[config.mk]
export PLATFORM = sky130hd
export DESIGN_NAME = ptr_port3
export DESIGN_NICKNAME = d
export VERILOG_FILES = /design/src/verilog/ptr_pkg.sv /design/src/verilog/ptr_sync.sv /design/src/verilog/ptr_port3.sv
export SDC_FILE = /design/constraint.sdc
export NUM_CORES = 1
export LEC_CHECK = 0
export ABC_AREA = 1
export BUFFER_PORTS_ARGS = -buffer_cell sky130_fd_sc_hd__buf_4
export CAP_MARGIN = 20
export CORE_ASPECT_RATIO = 1.75
export CORE_MARGIN = 1
export CORE_UTILIZATION = 51
export CTS_CLUSTER_SIZE = 14
export DETAILED_ROUTE_END_ITERATION = 7
export PLACE_DENSITY = 0.79
export SLEW_MARGIN = 20
export SYNTH_ARGS = -nofsm -noshare
export SYNTH_HDL_FRONTEND = slang
export SYNTH_SLANG_ARGS = --single-unit
[constraint.sdc]
create_clock -name clk_sys -period 1.55 [get_ports clk_sys]
set_input_delay 0.0775 -clock clk_sys [delete_from_list [all_inputs] [get_ports clk_sys]]
set_output_delay 0.0775 -clock clk_sys [all_outputs]
set_load 0.02 [all_outputs]
[src/verilog/ptr_pkg.sv]
// Constants for the port-three and reset-pin block
// Functional notes
// Reset pin high for sixteen core clocks while running resets the device.
// Pin with port bit one is weakly pulled high and usable as input.
// Rising output edge turns on strong pull-up for exactly one core clock.
// Pin zero carries UART receive data into the core.
// Pin one carries UART transmit data out when enabled.
// Pin two is external interrupt zero and timer zero gate.
// Pin three is external interrupt one and timer one gate.
// Pin four is timer zero external count input.
// Pin five is timer one external count input.
// Pin six drives external data memory write strobe.
// Pin seven drives external data memory read strobe.
// Pin with port bit zero and no override is driven low.
package ptr_pkg;
    // ------------------------------------------------------------
    // Widths and counts
    // ------------------------------------------------------------
    localparam int unsigned PORT_WIDTH       = 8;
    localparam int unsigned RESET_HOLD_CYC   = 16;
    localparam int unsigned RESET_CNT_W      = 5;
    localparam logic [7:0]  LATCH_RESET      = 8'hff;
    // ------------------------------------------------------------
    // Pin positions
    // ------------------------------------------------------------
    localparam int unsigned PIN_RXD   = 0;
    localparam int unsigned PIN_TXD   = 1;
    localparam int unsigned PIN_IRQ0  = 2;
    localparam int unsigned PIN_IRQ1  = 3;
    localparam int unsigned PIN_CNT0  = 4;
    localparam int unsigned PIN_CNT1  = 5;
    localparam int unsigned PIN_WRN   = 6;
    localparam int unsigned PIN_RDN   = 7;
endpackage : ptr_pkg

[src/verilog/ptr_sync.sv]
// Two-flop synchroniser bank for pin inputs
`timescale 1ns/1ps
`default_nettype none
module ptr_sync #(
    parameter int unsigned WIDTH = 8
) (
    // Clock and reset
    input  wire logic             clk_sys,
    input  wire logic             resetn,
    input  wire logic             clk_en,
    // Data
    input  wire logic [WIDTH-1:0] async_in,
    output logic      [WIDTH-1:0] sync_out
);
    logic [WIDTH-1:0] stage1;
    logic [WIDTH-1:0] next_stage1;
    logic [WIDTH-1:0] next_sync_out;

    // Next values; first stage feeds only the second
    always_comb begin
        next_stage1   = clk_en ? async_in : stage1;
        next_sync_out = clk_en ? stage1 : sync_out;
    end

    // Registers
    always_ff @(posedge clk_sys or negedge resetn) begin
        if (!resetn) begin
            stage1   <= '0;
            sync_out <= '0;
        end else begin
            stage1   <= next_stage1;
            sync_out <= next_sync_out;
        end
    end
endmodule // ptr_sync
`default_nettype wire

[src/verilog/ptr_port3.sv]
// Port-three pin logic with alternate functions and reset-pin filter
`timescale 1ns/1ps
`default_nettype none
module ptr_port3 #(
    parameter int unsigned WIDTH = ptr_pkg::PORT_WIDTH
) (
    // Clock, reset and enable
    input  wire logic             clk_sys,
    input  wire logic             resetn,
    input  wire logic             clk_en,
    // External reset pin
    input  wire logic             reset_pin,
    output logic                  core_reset_req,
    // Core port latch interface
    input  wire logic             latch_we,
    input  wire logic [WIDTH-1:0] latch_wdata,
    output logic      [WIDTH-1:0] latch_q,
    output logic      [WIDTH-1:0] pin_state,
    // Alternate function controls from the core
    input  wire logic             uart_tx_en,
    input  wire logic             uart_txd,
    input  wire logic             xmem_wr_active,
    input  wire logic             xmem_rd_active,
    // Alternate function inputs to the core
    output logic                  uart_rxd,
    output logic                  external_irq_zero,
    output logic                  external_irq_one,
    output logic                  timer_zero_count_input,
    output logic                  timer_one_count_input,
    // Pins: input, driven level, enable low while driving, strong pull-up
    input  wire logic [WIDTH-1:0] port_three_pins_in,
    output logic      [WIDTH-1:0] port_three_pins_out,
    output logic      [WIDTH-1:0] port_three_pins_oe_n,
    output logic      [WIDTH-1:0] port_three_pins_strong
);
    // ------------------------------------------------------------
    // Pin synchronisers
    // ------------------------------------------------------------
    logic [WIDTH:0] sync_q;

    ptr_sync #(
        .WIDTH (WIDTH + 1)
    ) u_sync (
        .clk_sys  (clk_sys),
        .resetn   (resetn),
        .clk_en   (clk_en),
        .async_in ({reset_pin, port_three_pins_in}),
        .sync_out (sync_q)
    );

    // ------------------------------------------------------------
    // State
    // ------------------------------------------------------------
    logic [ptr_pkg::RESET_CNT_W-1:0] hold_cnt;
    logic [ptr_pkg::RESET_CNT_W-1:0] next_hold_cnt;
    logic                            next_core_reset_req;
    logic [WIDTH-1:0]                next_latch_q;
    logic [WIDTH-1:0]                drive_level;
    logic [WIDTH-1:0]                prev_level;
    logic [WIDTH-1:0]                next_prev_level;
    logic [WIDTH-1:0]                next_pins_out;
    logic [WIDTH-1:0]                next_pins_oe_n;
    logic [WIDTH-1:0]                next_pins_strong;
    logic [WIDTH-1:0]                next_pin_state;
    logic                            next_uart_rxd;
    logic                            next_irq0;
    logic                            next_irq1;
    logic                            next_cnt0;
    logic                            next_cnt1;

    // Effective level per pin: latch, ANDed with transmit data or forced low by the strobes
    always_comb begin
        drive_level = latch_q;
        if (uart_tx_en) begin
            drive_level[ptr_pkg::PIN_TXD] = latch_q[ptr_pkg::PIN_TXD] & uart_txd;
        end
        if (xmem_wr_active) begin
            drive_level[ptr_pkg::PIN_WRN] = 1'b0;
        end
        if (xmem_rd_active) begin
            drive_level[ptr_pkg::PIN_RDN] = 1'b0;
        end
    end

    // Next values of the reset filter, latch and pin drivers
    always_comb begin
        next_hold_cnt       = hold_cnt;
        next_core_reset_req = core_reset_req;
        next_latch_q        = latch_q;
        next_prev_level     = prev_level;
        next_pins_out       = port_three_pins_out;
        next_pins_oe_n      = port_three_pins_oe_n;
        next_pins_strong    = port_three_pins_strong;
        next_pin_state      = pin_state;
        next_uart_rxd       = uart_rxd;
        next_irq0           = external_irq_zero;
        next_irq1           = external_irq_one;
        next_cnt0           = timer_zero_count_input;
        next_cnt1           = timer_one_count_input;
        if (clk_en) begin
            // Reset request only after sixteen high samples; glitches restart count
            if (!sync_q[WIDTH]) begin
                next_hold_cnt       = '0;
                next_core_reset_req = 1'b0;
            end else if (hold_cnt < ptr_pkg::RESET_CNT_W'(ptr_pkg::RESET_HOLD_CYC)) begin
                next_hold_cnt = hold_cnt + 1'b1;
            end
            if (sync_q[WIDTH] && hold_cnt >= ptr_pkg::RESET_CNT_W'(ptr_pkg::RESET_HOLD_CYC - 1)) begin
                next_core_reset_req = 1'b1;
            end
            if (latch_we) begin
                next_latch_q = latch_wdata;
            end
            // High is weak pull-up only, low is driven
            next_pins_out    = '0;
            next_pins_oe_n   = ~(~drive_level);
            // One-clock strong pull-up on each rising output edge
            next_pins_strong = drive_level & ~prev_level;
            next_prev_level  = drive_level;
            next_pin_state   = sync_q[WIDTH-1:0];
            next_uart_rxd    = sync_q[ptr_pkg::PIN_RXD];
            next_irq0        = sync_q[ptr_pkg::PIN_IRQ0];
            next_irq1        = sync_q[ptr_pkg::PIN_IRQ1];
            next_cnt0        = sync_q[ptr_pkg::PIN_CNT0];
            next_cnt1        = sync_q[ptr_pkg::PIN_CNT1];
        end
    end

    // Registers
    always_ff @(posedge clk_sys or negedge resetn) begin
        if (!resetn) begin
            hold_cnt               <= '0;
            core_reset_req         <= 1'b0;
            latch_q                <= ptr_pkg::LATCH_RESET;
            prev_level             <= ptr_pkg::LATCH_RESET;
            port_three_pins_out    <= '0;
            port_three_pins_oe_n   <= '1;
            port_three_pins_strong <= '0;
            pin_state              <= '0;
            uart_rxd               <= 1'b0;
            external_irq_zero      <= 1'b0;
            external_irq_one       <= 1'b0;
            timer_zero_count_input <= 1'b0;
            timer_one_count_input  <= 1'b0;
        end else begin
            hold_cnt               <= next_hold_cnt;
            core_reset_req         <= next_core_reset_req;
            latch_q                <= next_latch_q;
            prev_level             <= next_prev_level;
            port_three_pins_out    <= next_pins_out;
            port_three_pins_oe_n   <= next_pins_oe_n;
            port_three_pins_strong <= next_pins_strong;
            pin_state              <= next_pin_state;
            uart_rxd               <= next_uart_rxd;
            external_irq_zero      <= next_irq0;
            external_irq_one       <= next_irq1;
            timer_zero_count_input <= next_cnt0;
            timer_one_count_input  <= next_cnt1;
        end
    end
endmodule // ptr_port3
`default_nettype wire

### Yosys cells after proc, flatten, opt, wreduce, memory -nomap -nowiden

Cells that the tools add are included.

| word-level totals | value |
|---|---|
| register bits after elaboration | 69 |
| bits of input ports | 25 |
| output and inout bits | 46 |

| cells by class | value |
|---|---|
| $add $sub $neg | 1 |
| $lt $le $gt $ge | 2 |
| equal/unequal tests | 2 |
| mux-type cells | 7 |
| bitwise logic cells | 5 |
| reduce and logical (&&, ||, !) cells | 4 |

Operators by type and width:

| operator | number |
|---|---|
| 8-bit inverter | 3 |
| 5-bit two-way mux | 2 |
| 8-bit bitwise AND | 1 |
| 2-bit AND reduction | 3 |
| 5-bit by 1-bit adder with 5-bit output (second input constant) | 1 |
| 5-bit by 4-bit greater-or-equal comparator with 1-bit output (second input constant) | 1 |
| 5-bit < comparator (second input constant) | 1 |
| 1-bit two-way mux | 5 |
| 2-bit != test (second input constant) | 2 |
| 1-bit bitwise AND | 1 |
| 1-bit logical AND | 1 |

### Depth between registers and ports, before layout

| logic depth | value |
|---|---|
| depth in word-level cells | 4 |
| gate-level depth with buffers | 8 |

### By module

Synthesis repeated with hierarchy kept, for this count alone.

| second synthesis, totals | value |
|---|---|
| cells, all modules | 247 |
| area total of the unflattened synthesis | 2413.6 um2 |

By module, submodules not included:

| module | instances | cells each | area each (um2) |
|---|---|---|---|
| ptr_port3 | 1 | 171 | 1702.9 |
| ptr_sync | 1 | 76 | 710.7 |

### Worst setup path after synthesis

No wires, ideal clock.

| timing path | value |
|---|---|
| path kind | flip-flop to flip-flop |
| from | reg hold_cnt[0] (netlist name) |
| to | reg hold_cnt[4] (netlist name) |
| setup time | 0.071 ns |
| data arrival time | 1.135 ns |
| data required time | 1.479 ns |
| path slack | 0.343 ns |
| stages on the path, launching flop included | 8 |
| buffers on the path | 0 |
| clock period less this slack | 1.207 ns |
| cells stage by stage | dfrtp_1 > ha_1 > nand2_1 > nor2_1 > ha_1 > nor2_1 > nor2_1 > nor2_1 |

| on the way | value |
|---|---|
| cells in the longest elaborated chain, start to end | 3 |
| elaborated cells on any way between the ends | 6 |
| classes of those cells | add/sub: 1; order compare: 1; eq/ne: 1; mux: 2; reduce/logical: 1 |

RTL lines:

| item | RTL line | source |
|---|---|---|
| from (decl) | ptr_port3.sv:54 | `logic [ptr_pkg::RESET_CNT_W-1:0] hold_cnt;` |
| from (signal assigned) | ptr_port3.sv:146 | `hold_cnt <= next_hold_cnt;` |
| 5-bit by 1-bit adder with 5-bit output or 5-bit < comparator (tied branches) | ptr_port3.sv:106, ptr_port3.sv:105 |  |
| 5-bit two-way mux or 2-bit != test (tied branches) | -- |  |
| 5-bit two-way mux or 2-bit AND reduction (tied branches) | -- |  |

Several ways; a longest one is shown, not always the timed one. The select of a mux whose other input is x is not followed.
A chain may end at the register's enable or synchronous reset.

### Worst setup path after layout

Ends and elaborated chain as after synthesis.

==> metrics.md <==
| Metric | Value |
|---|---|
| Final ANT Viol Nets | `0` |
| Skew-Pair Late Insertion Delay | `0.30 ns` |
| Ys async rst share | `100%` |
| Crit. End Element | `flop` |
| Final count of negative-setup-slack endpoints | `0` |
| Syn. warnings | `0` |
| Share of post-route cells with drive strength above 1 | `31.8%` |
| Pin count of the biggest net entering global routing | `57` |
| PortBufs | `62` |
| Placer congestion estimate | `0.697` |
| Clock group share of total power | `22.2%` |
| Die width | `53.5 um` |
| Setup Buffers After CTS | `0` |
| CTS buffer count | `5` |
| Nets@finish | `331` |
| Filler cells | `355` |
| Crit share post-route | `84.8%` |
| Final Skew | `0.00329 ns` |
| Vias in the first global route | `1709` |
| Grt total ovfl | `0` |
| Via Count | `1710` |
| Core Area | `4440 sq um` |
| Static leakage | `1.55 nW` |
| Syn Area/Cell | `10.1 sq um` |
| Synth Flop Type | `dfrtp_1` |
| Number of diodes | `0` |
| Via density per instance | `4.80` |
| Synthesis-to-finish area growth | `27.9%` |
| Sequential Power Share | `54.1%` |
| Mapped Area | `2370 sq um` |
| Final count of hold timing violations | `0` |
| # DRC | `0` |
| Starting DRT DRC Count | `30` |
| Count leader, synth | `nand2_1` |
| Hold Buf Count CTS | `18` |
| Routed len/inst | `12.1 um` |
| CTS clk-pin slew, worst paths | `0.08 ns` |
| Sequential fraction of the synthesis area | `60.1%` |
| Arr. time, crit path | `1.55 ns` |
| Post-cts sizing count | `0` |
| Seq cells post-synth | `56` |
| Top cells by area, synth | `dfrtp_1, dfstp_2, nand2_1` |
| Final Cell Area | `3030 sq um` |
| RSZ-0062 raised after global routing | `no` |
| Die area | `4930 sq um` |
| Max-cap viol count | `0` |
| First drt pass iteration count | `4` |
| Die Height | `92.1 um` |
| Synth cell types | `22` |
| Slew of the pin with the lowest slew margin | `0.669 ns` |
| IO Count | `71` |
| Register Area | `1420 sq um` |
| DRT Wirelength | `4.30 mm` |
| Gate power share | `23.7%` |
| Rows | `32` |
| Synth cell count leaders | `nand2_1, dfrtp_1, o21ai_0` |
| Status | `completed` |
| Multi-input logic area | `731 sq um` |
| Peak supply drop | `0.948 mV` |
| Worst min path class | `primary input to flop` |
| Yosys top cell area share | `42.3%` |
| Initial antenna violation count | `0` |
| Max Freq | `761 MHz` |
| GRT Overall Usage | `20.2%` |
| Required time of the critical path | `1.79 ns` |
| Min cycle time layout | `1.31 ns` |
| Root Driver | `clkbuf_8` |
| CP Class | `flop to flop` |
| Switching power of the nets | `0.000988 W` |
| Yosys top cell by area | `dfrtp_1` |
| Initial Utilization | `53.2%` |
| Slew Viols, Final | `0` |
| Final setup TNS | `0 ns` |
| CTS tree | `done` |
| Placed inst area | `2770 sq um` |
| H-tree depth | `2` |
| CTS Buffer Depth | `2` |
| Mapped Cells | `234` |
| EDFF count, synth | `0` |
| Global-route wire length before repair | `7.27 mm` |
| Critical path fanouts, max | `4` |
| Clock Sinks | `56` |
| PwrDens | `1110 nW/um^2` |
| Sw Ratio | `29.4%` |
| Startpoint types | `flop` |
| Hpwl dp | `2.90 mm` |
| Slew HR | `55.4%` |
| Internal | `0.00237 W` |
cell type report:
cell class | instances | share of cell area [%]
flip-flops and latches | 56 | 47.0
multi-input cells | 144 | 24.1
repair buffers | 82 | 22.2
clock buffers | 7 | 2.52
well taps | 51 | 2.11
inverters | 15 | 1.86
clock inverters | 1 | 0.165
stage by stage:
stage	cells	hold slack (ns)	power (W)	util, %	setup WS, ns
after floorplan	241	-0.218	0.00232	-	0.343
after global placement	330	0.157	0.00258	62.2	0.316
after detailed placement	330	0.160	0.00261	62.2	0.248
after CTS	356	0.00343	0.00340	68.1	0.229
after global routing	356	0.0281	0.00353	68.1	0.137
final	356	0.0112	0.00336	68.1	0.236
registers in the layout, summed over array words and instances (netlist names):
signal,flops
port_three_pins_oe_n,8
hold_cnt,5
latch_q,8
port_three_pins_strong,8
core_reset_req,1
u_sync.stage1,9
pin_state,8
u_sync.sync_out,9
final timing paths:
check,slack [ns],cells past startpoint,to,startpoint
min in group asynchronous,0.34,2,port_three_pins_strong[6]$_DFFE_PN0P_,resetn
hold reg to reg,0.48,2,port_three_pins_oe_n[0]$_DFFE_PN1P_,port_three_pins_oe_n[0]$_DFFE_PN1P_
hold / removal,0.01,3,port_three_pins_oe_n[6]$_DFFE_PN1P_,xmem_wr_active
max in group asynchronous,0.76,2,u_sync.stage1[0]$_DFFE_PN0P_,resetn
setup reg to reg,0.24,7,hold_cnt[4]$_DFFE_PN0P_,hold_cnt[0]$_DFFE_PN0P_
setup / recovery,0.24,7,hold_cnt[4]$_DFFE_PN0P_,hold_cnt[0]$_DFFE_PN0P_
kinds of logic (layout without fill, tap and decap cells):
family / count (synthesis) / after routing / synth area share [%]
buffers and inverters: 41 / 105 / 10.2
AO/OA/AOI/OAI: 30 / 30 / 6.61
flip-flops: 56 / 56 / 60.1
multiplexers: 8 / 8 / 5.08
XOR/XNOR: 1 / 1 / 0.370
adder cells (fa/ha/maj): 2 / 2 / 1.06
AND/OR/NAND/NOR: 95 / 95 / 16.5
other: 1 / 8 / 0.158
metal layers:
layer  share of wire (%)  GRT usage (%)
met5                   0              0
met4                 2.0           8.77
met3                 4.3           4.81
met2                  52           33.6
met1                  41           23.7
critical path, cell delays in order, from the launching register on:
cell and delay [ns]:
dfrtp_1 0.42, ha_1 0.23, nand2_1 0.07, nor2_1 0.05, ha_1 0.26, nor2_1 0.10, nor2_1 0.04, nor2_1 0.08
power by group through the flow:
stage	clock (W)	combinational (W)	sequential, W
finish	0.000745	0.000798	0.00182
CTS	0.000775	0.000808	0.00182
detailed placement	0	0.000772	0.00184
global route	0.000824	0.000870	0.00184
global placement	0	0.000753	0.00183
floorplan	0	0.000365	0.00195
cells in the final DEF (no fill, tap or decap):
master | netlist | layout
a21oi_1 | 1 | 1
a21oi_2 | 1 | 1
buf_12 | 0 | 1
buf_4 | 19 | 63
clkbuf_1 | 0 | 2
clkbuf_8 | 0 | 5
clkinv_2 | 0 | 1
conb_1 | 1 | 8
dfrtp_1 | 40 | 40
dfstp_2 | 16 | 16
dlygate4sd3_1 | 0 | 18
ha_1 | 2 | 2
inv_1 | 14 | 14
inv_2 | 1 | 1
mux2_4 | 8 | 8
nand2_1 | 79 | 79
nand2_8 | 1 | 1
nand3_1 | 4 | 4
nand3b_1 | 2 | 2
nand4_1 | 2 | 2
nor2_1 | 7 | 7
o211ai_1 | 1 | 1
o21ai_0 | 24 | 24
o21ai_1 | 3 | 3
xor2_1 | 1 | 1
Note: power is estimated with default switching activity, not from simulation.
